[config.mk]
export PLATFORM = sky130hd
export DESIGN_NAME = frs_core
export DESIGN_NICKNAME = d
export VERILOG_FILES = /design/src/logic/frs_pkg.sv /design/src/logic/frs_core.sv
export SDC_FILE = /design/constraint.sdc
export NUM_CORES = 1
export LEC_CHECK = 0
export ABC_AREA = 1
export BUFFER_PORTS_ARGS = -buffer_cell sky130_fd_sc_hd__buf_2
export CORE_MARGIN = 4
export CORE_UTILIZATION = 28
export CTS_CLUSTER_DIAMETER = 120
export DETAILED_ROUTE_END_ITERATION = 16
export PLACE_DENSITY = 0.49
export SLEW_MARGIN = 20
export SYNTH_ARGS = -nofsm -noshare
export SYNTH_HDL_FRONTEND = slang
export SYNTH_SLANG_ARGS = --single-unit
[constraint.sdc]
create_clock -name core_clk_i -period 1.5 [get_ports core_clk_i]
set_input_delay 0.075 -clock core_clk_i [delete_from_list [all_inputs] [get_ports core_clk_i]]
set_output_delay 0.075 -clock core_clk_i [all_outputs]
set_load 0.05 [all_outputs]
[src/logic/frs_pkg.sv]
package frs_pkg;

	// Termination codes
	localparam logic [1:0] TERM_NORMAL   = 2'h0;
	localparam logic [1:0] TERM_ABNORMAL = 2'h1;
	localparam logic [1:0] TERM_INVALID  = 2'h2;
	localparam logic [1:0] TERM_POLLING  = 2'h3;

	// Interface mode field values
	localparam logic [1:0] MODE_FIRST  = 2'h0;
	localparam logic [1:0] MODE_SECOND = 2'h1;
	localparam logic [1:0] MODE_THIRD  = 2'h2;
	localparam int         MODE_LSB    = 2;

	// Digital output and rate-select register bit positions
	localparam int DOR_RESET_N_BIT = 2;
	localparam int DOR_DMA_EN_BIT  = 3;
	localparam int DSR_RESET_BIT   = 7;

	// Recalibrate step limit
	localparam logic [6:0] RECAL_STEP_LIMIT = 7'h50;

	// Bad track identifier value
	localparam logic [7:0] BAD_TRACK_ID = 8'hff;

	// Reset values
	localparam logic [7:0] DOR_RESET_VAL = 8'h00;
	localparam logic [7:0] STATUS_RESET  = 8'h00;
	localparam logic [2:0] RES_COUNT_RST = 3'h0;

	// Result phase states
	typedef enum logic [1:0] {
		FRS_IDLE   = 2'b00,
		FRS_RESULT = 2'b01
	} frs_state_t;

endpackage

[src/logic/frs_core.sv]
`timescale 1ns/100ps
// Functional notes
// - Status zero bits 7:6 hold termination code of the finished command.
// - Status zero bit 5 flags completed seek, relative seek or recalibrate.
// - Status zero bit 4: no track zero after 80 steps, or outward overrun.
// - Status zero: head in bit 2, drive in bits 1:0, bit 3 zero.
// - Status one bit 7: access past last sector, or no terminal count.
// - Status one bit 5: CRC error in id or data field; bits 6,3 zero.
// - Status one bit 4: service too late, overrun or underrun.
// - Status one bit 2: sector not found, id unreadable, sequence lost.
// - Status one bit 1: protect input high during write or format.
// - Status one bit 0: no id mark after two index pulses, or no data mark.
// - Status two bit 6: data mark type opposite to the read command.
// - Status two bit 5: data field CRC error; bits 7,3,2 zero.
// - Status two bit 4: id track differs from internal track.
// - Status two bit 1: id track mismatches and equals ff.
// - Status two bit 0: no data or deleted data mark detected.
// - Status three mirrors protect, track zero, head, drive pins; 5,3 one.
// - Pin, output-register and rate-select resets; any reset leaves power down.
// - Pin reset ends operations, clears registers but specify, sets reset bit.
// - Leaving reset clears configure settings and starts drive polling.
// - Software resets clear core; rate-select self-clears; output bit sticks, wins.
// - Mode from configuration bits 3:2: first, second or third mode.
// - First mode: output DMA bit gates interrupt and DMA; density active high.
// - Second mode: DMA bit ignored, always enabled; density active low.
// - Third mode: DMA bit gates interrupt and DMA; density active low.
module frs_core
	import frs_pkg::*;
(
	// Clock and reset
	input  wire logic       core_clk_i,
	input  wire logic       rstn_i,
	// Host register access
	input  wire logic       dor_wr_i,
	input  wire logic       dsr_wr_i,
	input  wire logic [7:0] wdata_i,
	input  wire logic       data_rd_i,
	input  wire logic [7:0] device_config_reg_i,
	// Phase sequencer status conditions
	input  wire logic       cmd_done_i,
	input  wire logic [1:0] termination_code_i,
	input  wire logic [2:0] result_count_i,
	input  wire logic       is_write_cmd_i,
	input  wire logic       is_read_deleted_i,
	input  wire logic       positioning_done_i,
	input  wire logic       recal_step_i,
	input  wire logic       recal_active_i,
	input  wire logic       rel_seek_outward_i,
	input  wire logic       past_last_sector_i,
	input  wire logic       no_tc_at_end_i,
	input  wire logic       id_crc_err_i,
	input  wire logic       data_crc_err_i,
	input  wire logic       service_late_i,
	input  wire logic       sector_missing_i,
	input  wire logic       index_seen_i,
	input  wire logic       id_mark_seen_i,
	input  wire logic       data_mark_missing_i,
	input  wire logic       deleted_mark_seen_i,
	input  wire logic       normal_mark_seen_i,
	input  wire logic       id_track_valid_i,
	input  wire logic [7:0] id_track_i,
	input  wire logic [7:0] internal_track_i,
	input  wire logic       head_addr_i,
	input  wire logic [1:0] drive_sel_i,
	input  wire logic       density_high_i,
	// Drive pins
	input  wire logic       protect_input_i,
	input  wire logic       track_zero_input_i,
	input  wire logic       side_select_output_i,
	input  wire logic [1:0] drive_select_outputs_i,
	// Outputs
	output logic [7:0]      data_o,
	output logic            core_reset_o,
	output logic            config_clear_o,
	output logic            polling_start_o,
	output logic            power_down_exit_o,
	output logic            irq_dma_enable_o,
	output logic            density_select_output_o,
	output logic [7:0]      digital_output_reg_o
);

	frs_state_t  state;
	logic [7:0]  digital_output_reg;
	logic        dsr_reset;
	logic        core_reset_q;
	logic [7:0]  result_status_zero;
	logic [7:0]  result_status_one;
	logic [7:0]  result_status_two;
	logic [6:0]  step_count;
	logic [1:0]  index_count;
	logic [2:0]  res_count;
	logic [2:0]  res_index;
	logic        prot_s1, prot_s2, trk_s1, trk_s2;
	logic        in_reset;
	logic [1:0]  mode;

	assign mode     = device_config_reg_i[MODE_LSB +: 2];
	// Output-register reset wins over rate-select reset
	// Reset precedence
	assign in_reset = ~digital_output_reg[DOR_RESET_N_BIT] | dsr_reset;

	// Pins cross in from the drive cable
	always_ff @(posedge core_clk_i or negedge rstn_i) begin
		if (!rstn_i) begin
			prot_s1 <= 1'b0;
			prot_s2 <= 1'b0;
			trk_s1  <= 1'b0;
			trk_s2  <= 1'b0;
		end else begin
			prot_s1 <= protect_input_i;
			prot_s2 <= prot_s1;
			trk_s1  <= track_zero_input_i;
			trk_s2  <= trk_s1;
		end
	end

	always_ff @(posedge core_clk_i or negedge rstn_i) begin
		if (!rstn_i) begin
			digital_output_reg <= DOR_RESET_VAL;
		end else if (dor_wr_i) begin
			digital_output_reg <= wdata_i;
		end
	end

	always_ff @(posedge core_clk_i or negedge rstn_i) begin
		if (!rstn_i) begin
			dsr_reset <= 1'b0;
		end else begin
			dsr_reset <= dsr_wr_i & wdata_i[DSR_RESET_BIT];
		end
	end

	always_ff @(posedge core_clk_i or negedge rstn_i) begin
		if (!rstn_i) begin
			core_reset_q      <= 1'b1;
			core_reset_o      <= 1'b1;
			config_clear_o    <= 1'b0;
			polling_start_o   <= 1'b0;
			power_down_exit_o <= 1'b1;
		end else begin
			core_reset_q      <= in_reset;
			core_reset_o      <= in_reset;
			power_down_exit_o <= in_reset;
			config_clear_o    <= core_reset_q & ~in_reset;
			polling_start_o   <= core_reset_q & ~in_reset;
		end
	end

	// Counts recalibrate steps and index pulses of the current command
	always_ff @(posedge core_clk_i or negedge rstn_i) begin
		if (!rstn_i) begin
			step_count  <= 7'h00;
			index_count <= 2'h0;
		end else if (in_reset || cmd_done_i) begin
			step_count  <= 7'h00;
			index_count <= 2'h0;
		end else begin
			if (recal_step_i && step_count != RECAL_STEP_LIMIT)
				step_count <= step_count + 7'h01;
			if (id_mark_seen_i)
				index_count <= 2'h0;
			else if (index_seen_i && index_count != 2'h2)
				index_count <= index_count + 2'h1;
		end
	end

	// Status zero
	always_ff @(posedge core_clk_i or negedge rstn_i) begin
		if (!rstn_i) begin
			result_status_zero <= STATUS_RESET;
		end else if (in_reset) begin
			result_status_zero <= STATUS_RESET;
		end else if (cmd_done_i) begin
			result_status_zero[7:6] <= termination_code_i;
			result_status_zero[5]   <= positioning_done_i;
			result_status_zero[4]   <= (recal_active_i && step_count == RECAL_STEP_LIMIT
				&& !trk_s2) || rel_seek_outward_i;
			result_status_zero[3]   <= 1'b0;
			result_status_zero[2]   <= head_addr_i;
			result_status_zero[1:0] <= drive_sel_i;
		end
	end

	// Error flags are sticky within a command; set wins over the clear on the last result byte read
	always_ff @(posedge core_clk_i or negedge rstn_i) begin
		if (!rstn_i) begin
			result_status_one <= STATUS_RESET;
			result_status_two <= STATUS_RESET;
		end else if (in_reset) begin
			result_status_one <= STATUS_RESET;
			result_status_two <= STATUS_RESET;
		end else begin
			if (state == FRS_RESULT && data_rd_i && res_index == res_count - 3'h1) begin
				result_status_one <= STATUS_RESET;
				result_status_two <= STATUS_RESET;
			end
			if (past_last_sector_i || (cmd_done_i && no_tc_at_end_i))
				result_status_one[7] <= 1'b1;
			if (id_crc_err_i || data_crc_err_i)
				result_status_one[5] <= 1'b1;
			if (service_late_i)
				result_status_one[4] <= 1'b1;
			if (sector_missing_i)
				result_status_one[2] <= 1'b1;
			if (is_write_cmd_i && prot_s2)
				result_status_one[1] <= 1'b1;
			if (index_count == 2'h2 || data_mark_missing_i)
				result_status_one[0] <= 1'b1;
			if ((!is_read_deleted_i && deleted_mark_seen_i) ||
				(is_read_deleted_i && normal_mark_seen_i))
				result_status_two[6] <= 1'b1;
			if (data_crc_err_i)
				result_status_two[5] <= 1'b1;
			if (id_track_valid_i && id_track_i != internal_track_i)
				result_status_two[4] <= 1'b1;
			if (id_track_valid_i && id_track_i != internal_track_i &&
				id_track_i == BAD_TRACK_ID)
				result_status_two[1] <= 1'b1;
			if (data_mark_missing_i)
				result_status_two[0] <= 1'b1;
			result_status_one[6] <= 1'b0;
			result_status_one[3] <= 1'b0;
			result_status_two[7] <= 1'b0;
			result_status_two[3] <= 1'b0;
			result_status_two[2] <= 1'b0;
		end
	end

	// Result phase byte sequencing
	always_ff @(posedge core_clk_i or negedge rstn_i) begin
		if (!rstn_i) begin
			state     <= FRS_IDLE;
			res_index <= RES_COUNT_RST;
			res_count <= RES_COUNT_RST;
		end else if (in_reset) begin
			state     <= FRS_IDLE;
			res_index <= RES_COUNT_RST;
		end else begin
			unique case (state)
				FRS_IDLE: begin
					if (cmd_done_i && result_count_i != 3'h0) begin
						state     <= FRS_RESULT;
						res_count <= result_count_i;
						res_index <= RES_COUNT_RST;
					end
				end
				FRS_RESULT: begin
					if (data_rd_i) begin
						if (res_index == res_count - 3'h1)
							state <= FRS_IDLE;
						else
							res_index <= res_index + 3'h1;
					end
				end
			endcase
		end
	end

	always_ff @(posedge core_clk_i or negedge rstn_i) begin
		if (!rstn_i) begin
			data_o <= STATUS_RESET;
		end else begin
			unique case (res_index[1:0])
				2'h0: data_o <= result_status_zero;
				2'h1: data_o <= result_status_one;
				2'h2: data_o <= result_status_two;
				2'h3: data_o <= {1'b0, prot_s2, 1'b1, trk_s2, 1'b1, side_select_output_i,
					drive_select_outputs_i};
			endcase
		end
	end

	// Mode dependent gating and polarity
	always_ff @(posedge core_clk_i or negedge rstn_i) begin
		if (!rstn_i) begin
			irq_dma_enable_o        <= 1'b0;
			density_select_output_o <= 1'b1;
			digital_output_reg_o    <= DOR_RESET_VAL;
		end else begin
			digital_output_reg_o <= digital_output_reg;
			unique case (mode)
				MODE_SECOND: begin
					irq_dma_enable_o        <= 1'b1;
					density_select_output_o <= ~density_high_i;
				end
				MODE_THIRD: begin
					irq_dma_enable_o        <= digital_output_reg[DOR_DMA_EN_BIT];
					density_select_output_o <= ~density_high_i;
				end
				// Gated, active high; unused code treated alike
				default: begin
					irq_dma_enable_o        <= digital_output_reg[DOR_DMA_EN_BIT];
					density_select_output_o <= density_high_i;
				end
			endcase
		end
	end

endmodule

* After elaboration in Yosys (flattened, before gate mapping) *
Index checks and enable logic that the tools add are counted.

operators by class
  add/subtract/negate cells = 4
  eq/ne operators = 17
  mux-type cells = 35
  bitwise gates (word level) = 6
  reduce and logical (&&, ||, !) cells = 42

operator list
  cell                 number
  $reduce_bool 3->1    13
  $mux 8               4
  $pmux 8 s4           1
  $mux 7               4
  $mux 2               7
  $logic_and 1x1->1    13
  $mux 1               13
  $mux 3               4
  $ne 3x3->1 const B   3
  $reduce_and 3->1     3
  $eq 2x2->1 const B   4
  $eq 8x8->1 const B   1
  $ne 8x8->1           1
  $add 7x1->7 const B  1
  $eq 7x7->1 const B   1
  $ne 7x7->1 const B   1
  $eq 2x1->1 const B   3
  $logic_or 1x1->1     6
  $pmux 3 s2           1
  $logic_not 2->1      2
  $pmux 2 s2           1
  $reduce_bool 2->1    2
  $add 3x1->3 const B  1
  $eq 3x3->1           1
  9 further kinds      13

storage, ports and cells
  bits in registers = 73
  bits of input ports = 70
  logic and storage cells = 135

* Longest topological paths before layout *
Gate-level depths: netlist of run 1.

  depth in word-level cells = 6
  gate-level depth with buffers = 10
  depth with buffers taken out = 10

* Worst setup path before layout of run 1 *
OpenSTA, ideal clock, no wires.

  path kind = reg-to-reg
  start = register res_count[0]
  end = register result_status_one[4]
  arrival time = 1.355 ns
  setup slack = 0.013 ns
  cell stages (with the launch flop) = 9
  path buffers = 1
  period minus slack after synthesis = 1.487 ns
  cells stage by stage = dfrtp_1 -> inv_1 -> ha_1 -> xnor2_1 -> nor2_4 -> nand3_2 -> buf_6 -> a21oi_2 -> nor2_1

between the ends
  word-level cells in the longest chain between the ends = 4

ends and longest elaborated chain
  element                      line             RTL
  start, declared              frs_core.sv:91   logic [2:0] res_count;
  start signal, assigned       frs_core.sv:243  res_count <= result_count_i;
  $sub 3x1->3                  frs_core.sv:193  if (state == FRS_RESULT && data_rd_i && res_index == res_count - 3'h1) begin
  $eq 3x3->1                   frs_core.sv:193
  $logic_and 1x1->1            frs_core.sv:193
  $reduce_bool 3->1 (no line)  -
  end signal, assigned         frs_core.sv:190  result_status_one <= STATUS_RESET;
  end signal, assigned         frs_core.sv:194  result_status_one <= STATUS_RESET;
  end signal, assigned         frs_core.sv:202  result_status_one[4] <= 1'b1;
  end, declared                frs_core.sv:87   logic [7:0] result_status_one;

No other way between the ends.
A chain may end at the register's enable or synchronous reset.

* Worst setup path in the final report of run 1 *
  start = register res_count[1]
  end = register res_index[0]

between the ends
  word-level cells in the longest chain between the ends = 4

ends and longest elaborated chain
  element                     line             RTL
  $sub 3x1->3                 frs_core.sv:249  if (res_index == res_count - 3'h1)
  $eq 3x3->1                  frs_core.sv:249
  $ne 3x3->1 (no line)        -
  $reduce_and 3->1 (no line)  -
  end signal, assigned        frs_core.sv:252  res_index <= res_index + 3'h1;
  end, declared               frs_core.sv:92   logic [2:0] res_index;

No other way between the ends.

==> flow_metrics.env, run 1 <==
export IMPL_ir_worst_vdd_mv=0.451
export IMPL_core_um2=10400
export IMPL_numCtsBuffers=9
export IMPL_drv_cap=0
export IMPL_grt_pass1_vias=2591
export IMPL_gp_congestion=0.794
export IMPL_vias_per_cell=4.28
export IMPL_drc_errors=0
export IMPL_final_net_count=531
export IMPL_reg2reg_depth=11
export IMPL_synth_top_area_share_pct=53.8
export IMPL_syn_num_nets=404
export IMPL_clock_sinks=67
export IMPL_seqCellArea_um2=1680
export IMPL_synthArstFlopShare_pct=100
export IMPL_rsz0062_at_grt="true"
export IMPL_startpoint_type="register"
export IMPL_synth_cells=325
export IMPL_path_cells="inv_2 > ha_4 > or2_1 > nand2_1 > nand2_1 > nand2_2 > buf_6 > nand4_4 > nand2_2 > nand2_1 > nand2_1"
export IMPL_yosys_area_top_type="dfrtp_1"
export IMPL_drt_iter0_markers=57
export IMPL_cp_arrival_ns=1.76
export IMPL_wl_um=7180
export IMPL_die_h_um=112
export IMPL_clockBufferDepth=2
export IMPL_finalSetupViolations=0
export IMPL_finalCritPeriodShare_pct=99.1
export IMPL_die_x_um=112
export IMPL_num_antenna_cells=0
export IMPL_dr_total_vias=2537
export IMPL_synthMostInstantiatedCell="nand2_1"
export IMPL_skew_ns=0.00962
export IMPL_holdCritStartpoint="rel_seek_outward_i"
export IMPL_power_leakage_nw=2.12
export IMPL_synth_edf_count=0
export IMPL_p_per_area_nw_per_um2=1120
export IMPL_start_util_pct=29.0
export IMPL_antenna_found_initial=0
export IMPL_wl_per_cell_um=12.1
export IMPL_crit_top_cell="nand2_1"
export IMPL_comb_power_share_pct=22.5
export IMPL_die_area_um2=12500
export IMPL_tritoncts="yes"
export IMPL_core_rowCount=37
export IMPL_grt_pass1_wl_um=12000
export IMPL_ys_ff_latch=67
export IMPL_slew_headroom_pct=63.6
export IMPL_clockPowerShare_pct=34.4
export IMPL_min_to="result_status_zero[4]$_DFFE_PN0N_"
export IMPL_path_clk_slew_ns=0.07
export IMPL_first_pass_iters=4
export IMPL_max_stage_delay_ns=0.37
export IMPL_antenna_left=0
export IMPL_final_cells=593
export IMPL_end_kind="register"
export IMPL_critPathTopFamily="simple AND/OR/NAND/NOR gates"
export IMPL_r2r_start="res_count[1]$_DFFE_PN0P_"
export IMPL_yosys_warnings=0
export IMPL_path_depth=11
export IMPL_area_delta_synth_final_pct=39.8
export IMPL_min_path_type="in -> reg"
export IMPL_seq_area_frac_synth_pct=55.5
export IMPL_insertion_delay_ns=0.34
export IMPL_grt_use_total_pct=11.9
export IMPL_dp_hpwl_um=5420
export IMPL_tns_ns=0
export IMPL_timing_critical_path_buf_inv=2
export IMPL_gr_total_overflow=0
export IMPL_synthTopCellsByCount="nand2_1, dfrtp_1, inv_1"
export IMPL_ys_flop_type="dfrtp_1"
export IMPL_synth_area_top_cells="dfrtp_1, nand2_1, inv_1"
export IMPL_ioPinCount=92
export IMPL_worst_slew_pin_slew_ns=0.546
export IMPL_multiInputGateArea_um2=1170
export IMPL_syn_area_per_cell_um2=9.31
export IMPL_drive_above_1_share_pct=30.9
export IMPL_status="complete, no violations"
export IMPL_reg2reg_to="res_index[0]$_DFFE_PN0P_"
export IMPL_max_clock_freq_ghz=0.673
export IMPL_total_power_mw=4.75
export IMPL_worst_ep_required_time_ns=1.77
export IMPL_port_buffers=85
export IMPL_netSwitchingPower_mw=1.42
export IMPL_p_sw_share_pct=29.9
export IMPL_reg2reg_slack_ns=0.01
export IMPL_fillers=1057
export IMPL_drv_slew=0
export IMPL_finalHoldViolations=0
export IMPL_power_internal_mw=3.33
export IMPL_synth_distinct_cells=33
export IMPL_layout_min_cycle_time_ns=1.49
export IMPL_slowest_stage="dfrtp_1"
export IMPL_hold_depth=3
export IMPL_hold_ws_ns=0.00929
export IMPL_grt_max_degree=26
export IMPL_power_frac_seq_pct=43.1
export IMPL_worstPathMaxFanout=4
export IMPL_htreeDepth=3
export IMPL_dp_cells=548
export IMPL_crit_type="reg -> reg"
export IMPL_synthesis_area_um2=3020
export IMPL_clk_root_buffer_cell="clkbuf_8"
-- worst max path at each step --
stage | startpoint | endpoint | slack [ns]
3_3_place_gp | res_count[0]$_DFFE_PN0P_ | result_status_one[4]$_DFFE_PN0P_ | -0.06
2_1_floorplan | res_count[0]$_DFFE_PN0P_ | result_status_one[4]$_DFFE_PN0P_ | 0.01
4_1_cts | res_count[1]$_DFFE_PN0P_ | result_status_one[4]$_DFFE_PN0P_ | 0.003
5_1_grt | res_count[1]$_DFFE_PN0P_ | res_index[1]$_DFFE_PN0P_ | -0.1
3_5_place_dp | res_count[0]$_DFFE_PN0P_ | result_status_two[0]$_DFFE_PN0P_ | -0.09
6_report | res_count[1]$_DFFE_PN0P_ | res_index[0]$_DFFE_PN0P_ | 0.01
-- layout by cell type, fill, tap and decap left out, drive strengths merged --
cell / synthesis / final
dfrtp: 65 / 65
a31oi: 1 / 1
o21ai: 18 / 18
ha: 9 / 9
mux2i: 1 / 1
clkbuf: 2 / 10
clkinv: 0 / 3
dfstp: 2 / 2
a32oi: 3 / 3
dlygate4sd3: 0 / 29
or2: 2 / 2
clkinvlp: 0 / 1
inv: 45 / 45
a22o: 1 / 1
xnor2: 7 / 7
nand2: 77 / 77
buf: 6 / 95
xor2: 1 / 1
o21a: 1 / 1
a22oi: 2 / 2
mux2: 7 / 7
a21oi: 21 / 21
bufinv: 0 / 2
nor3: 4 / 4
nand4: 5 / 5
nand3: 16 / 16
nor2: 29 / 29
-- cells by family (layout without fill, tap and decap cells) --
family	Yosys count	in the layout	synth area share [%]
and+or+nand+nor	133	133	19.2
DFF	67	67	55.5
muxes	8	8	2.94
adders and majority gates	9	9	3.72
xor gates and xnor gates	8	8	2.32
buffers and inverters	53	185	7.20
AOI/OAI and AO/OA	47	47	9.06
-- layout make-up --
type / count / area share (%)
Inverter: 45 / 4.00
Multi-Input combinational cell: 205 / 27.7
Tap cell: 136 / 4.02
Clock inverter: 6 / 2.13
Clock buffer: 10 / 3.02
Timing Repair Buffer: 124 / 19.4
Sequential cell: 67 / 39.7
-- per-layer routing --
metal	vias to the layer above	global-route usage, %	wire, um
met5	-	0	0
met4	0	2.68	65
met3	7	4.18	413
met2	67	20.1	3540
met1	1174	14.5	3160
li1	1289	-	-
-- worst register-to-register path, stage by stage, from the launching register on --
cell,delay (ns)
dfrtp_1,0.37
inv_2,0.06
ha_4,0.15
or2_1,0.21
nand2_1,0.07
nand2_1,0.06
nand2_2,0.10
buf_6,0.11
nand4_4,0.09
nand2_2,0.10
nand2_1,0.05
nand2_1,0.06
-- power by group through the flow --
stage / registers (mW) / clock network (mW) / logic (mW)
5_1_grt: 2.06 / 1.79 / 1.17
3_3_place_gp: 2.07 / 0 / 0.919
6_report: 2.04 / 1.63 / 1.07
2_1_floorplan: 2.26 / 0 / 0.391
3_5_place_dp: 2.07 / 0 / 0.932
4_1_cts: 2.04 / 1.70 / 1.07
-- what timing repair did --
item / CTS / global route
endpoints found under the hold margin: 46 / 0
buffers inserted: 0 / 0
gates resized for setup: 6 / 4
hold buffers: 29 / 0
pin swaps: 2 / 7
endpoints found under the setup margin: 14 / 17
-- per-stage QoR --
| stage | util (%) | instance area, um^2 | worst slack, ns |
|---|---|---|---|
| detailed placement | 35.2 | 3670 | -0.0930 |
| floorplan | - | 3020 | 0.0134 |
| finish | 40.6 | 4230 | 0.0135 |
| global placement | 35.2 | 3670 | -0.0606 |
| CTS | 40.5 | 4220 | 0.00280 |
| global route | 40.6 | 4230 | -0.0988 |
(Power assumes the default switching activity.)
==> run 2, diff against run 1 <==
--- a/config.mk
+++ b/config.mk
@@ -5,13 +5,12 @@
 export SDC_FILE = /design/constraint.sdc
 export NUM_CORES = 1
 export LEC_CHECK = 0
-export ABC_AREA = 1
 export BUFFER_PORTS_ARGS = -buffer_cell sky130_fd_sc_hd__buf_2
 export CORE_MARGIN = 4
 export CORE_UTILIZATION = 28
 export CTS_CLUSTER_DIAMETER = 120
 export DETAILED_ROUTE_END_ITERATION = 16
-export PLACE_DENSITY = 0.49
+export PLACE_DENSITY = 0.5
 export SLEW_MARGIN = 20
 export SYNTH_ARGS = -nofsm -noshare
 export SYNTH_HDL_FRONTEND = slang
==> flow_metrics.env, run 2 <==
export IMPL_status="finished with violations"
export IMPL_failed_checks="setup timing"
export IMPL_antenna_left=0
export IMPL_fillers=947
export IMPL_layout_min_cycle_time_ns=1.61
export IMPL_antenna_found_initial=0
export IMPL_final_cell_mix="buf_2, dfrtp_1, dlygate4sd3_1, buf_4, nor2_1"
export IMPL_area_delta_synth_final_pct=48.8
export IMPL_finalCritPeriodShare_pct=107
export IMPL_htreeDepth=3
export IMPL_final_net_count=459
export IMPL_first_pass_iters=5
export IMPL_wl_um=7100
export IMPL_drv_slew=0
export IMPL_grt_use_total_pct=12.3
export IMPL_synth_area_top_cells="dfrtp_1, ha_1, mux2_2"
export IMPL_start_util_pct=29.2
export IMPL_vias_per_cell=4.39
export IMPL_wl_per_cell_um=13.7
export IMPL_max_clock_freq_ghz=0.621
export IMPL_skew_ns=0.0121
export IMPL_seq_area_frac_synth_pct=58.1
export IMPL_startpoint_type="register"
export IMPL_gr_max_usage_layer="met2"
export IMPL_num_antenna_cells=0
export IMPL_port_buffers=85
export IMPL_finalSetupViolations=17
export IMPL_yosys_area_top_type="dfrtp_1"
export IMPL_drc_errors=0
export IMPL_grt_max_degree=68
export IMPL_ioPinCount=92
export IMPL_clk_root_buffer_cell="clkbuf_8"
export IMPL_die_area_um2=12000
export IMPL_syn_area_per_cell_um2=12.3
export IMPL_core_rowCount=36
export IMPL_gp_congestion=0.768
export IMPL_numCtsBuffers=9
export IMPL_global_route_usage_met2_pct=19.6
export IMPL_ys_flop_type="dfrtp_1"
export IMPL_place_ws_ns=-0.335
export IMPL_synthTopCellsByCount="dfrtp_1, nor2_1, inv_1"
export IMPL_syn_num_nets=314
export IMPL_insertion_delay_ns=0.34
export IMPL_worst_ep_required_time_ns=1.73
export IMPL_synth_cells=235
export IMPL_multiInputGateArea_um2=1250
export IMPL_hold_ws_ns=0.0185
export IMPL_synthMostInstantiatedCell="dfrtp_1"
export IMPL_die_x_um=110
export IMPL_synthesis_area_um2=2890
export IMPL_end_kind="register"
export IMPL_drive_above_1_share_pct=43.1
export IMPL_finalHoldViolations=0
export IMPL_synth_top_area_share_pct=56.3
export IMPL_final_cells=518
export IMPL_worst_slack_ns=-0.111
export IMPL_core_um2=9910
export IMPL_min_path_type="in -> reg"
export IMPL_power_leakage_nw=2.05
export IMPL_met3_usage_pct=3.35
export IMPL_die_h_um=110
export IMPL_layout_commonest_cell="buf_2"
export IMPL_path_clk_slew_ns=0.07
export IMPL_cp_arrival_ns=1.84
export IMPL_ys_ff_latch=67
export IMPL_clockBufferDepth=2
export IMPL_tritoncts="yes"
export IMPL_met1_usage_pct=16.3
export IMPL_rsz0062_at_grt="true"
export IMPL_ir_worst_vdd_mv=0.516
export IMPL_worstPathMaxFanout=6
export IMPL_drt_iter0_markers=60
export IMPL_worst_slew_pin_slew_ns=0.425
export IMPL_synthArstFlopShare_pct=100
export IMPL_slew_headroom_pct=71.7
export IMPL_final_cell_area_um2=4300
export IMPL_yosys_warnings=0
export IMPL_place_area_um2=3620
export IMPL_crit_type="reg -> reg"
export IMPL_drv_cap=0
export IMPL_grt_pass1_wl_um=11300
export IMPL_seqCellArea_um2=1680
export IMPL_p_per_area_nw_per_um2=1120
export IMPL_synth_edf_count=0
export IMPL_synth_distinct_cells=49
export IMPL_clock_sinks=67
export IMPL_dp_hpwl_um=4920
export IMPL_dr_total_vias=2273
export IMPL_gr_total_overflow=0
export IMPL_grt_pass1_vias=2318
export IMPL_dp_cells=464
==> run 2: final cells by class <==
type,count,area share (%)
multi-input cells,145,29.0
flip-flops and latches,67,39.1
repair buffers,145,22.6
well taps,133,3.87
clock inverters,5,0.873
inverters,12,1.05
clock buffers,11,3.52
==> run 2: logic make-up (layout without fill, tap and decap cells) <==
logic type / count (synthesis) / in the layout / share of synthesized area (%)
buffers and inverters: 24 / 173 / 3.68
and+or+nand+nor: 58 / 58 / 10.7
adders and majority gates: 9 / 9 / 3.90
muxes: 21 / 21 / 7.71
xor gates and xnor gates: 18 / 18 / 5.97
DFF: 67 / 67 / 58.1
AOI/OAI and AO/OA: 38 / 39 / 9.96
==> run 2: path summary, 6_finish.rpt <==
kind | from | cells after the start | to | slack, ns
min in group asynchronous | rstn_i | 3 | step_count[3]$_DFFE_PN0P_ | 0.29
min reg2reg | trk_s1$_DFF_PN0_ | 0 | trk_s2$_DFF_PN0_ | 0.35
max in group asynchronous | rstn_i | 3 | density_select_output_o$_DFF_PN1_ | 0.89
max | res_count[0]$_DFFE_PN0P_ | 7 | result_status_two[1]$_DFFE_PN0P_ | -0.11
max reg2reg | res_count[0]$_DFFE_PN0P_ | 7 | result_status_two[1]$_DFFE_PN0P_ | -0.11
min | id_crc_err_i | 3 | result_status_one[5]$_DFFE_PN0P_ | 0.02
==> run 2: worst max-delay path: stages, from the launching register on <==
cell and delay, ns:
dfrtp_1 0.38, inv_2 0.08, ha_4 0.21, xnor2_4 0.13, nor3_4 0.19, buf_6 0.15
a31oi_4 0.13, a22o_1 0.23
==> run 2: per-stage QoR <==
stage / TNS, ns / total power [mW] / utilization [%]
after floorplan: -1.33 / 2.80 / -
after global placement: -2.95 / 3.19 / 36.5
after detailed placement: -3.82 / 3.20 / 36.5
after CTS: -1.16 / 4.81 / 42.5
after global routing: -2.80 / 5.11 / 43.4
final: -1.28 / 4.82 / 43.4
==> run 2: timing repair <==
action                                  in CTS  in global routing
setup buffers                                1                  6
endpoints found under the hold margin       93                  0
gates cloned                                 1                  0
endpoints found under the setup margin      20                 22
gates resized for setup                     15                  8
pin swaps                                    7                  4
hold buffers                                30                  0
==> run 2: layer usage <==
metal	part of all wire, %	wire (um)	vias up
met5	0	0	-
met4	1.2	82	0
met3	5.4	386	6
met2	49	3510	57
met1	44	3120	1094
li1	-	-	1116
==> run 2: power breakdown <==
| part | switching [mW] | leakage [nW] | internal (mW) |
|---|---|---|---|
| Combinational | 0.724 | 1.11 | 0.649 |
| Clock | 0.683 | 0.0915 | 0.692 |
| Sequential | 0.0935 | 0.850 | 1.98 |
| Total | 1.50 | 2.05 | 3.32 |
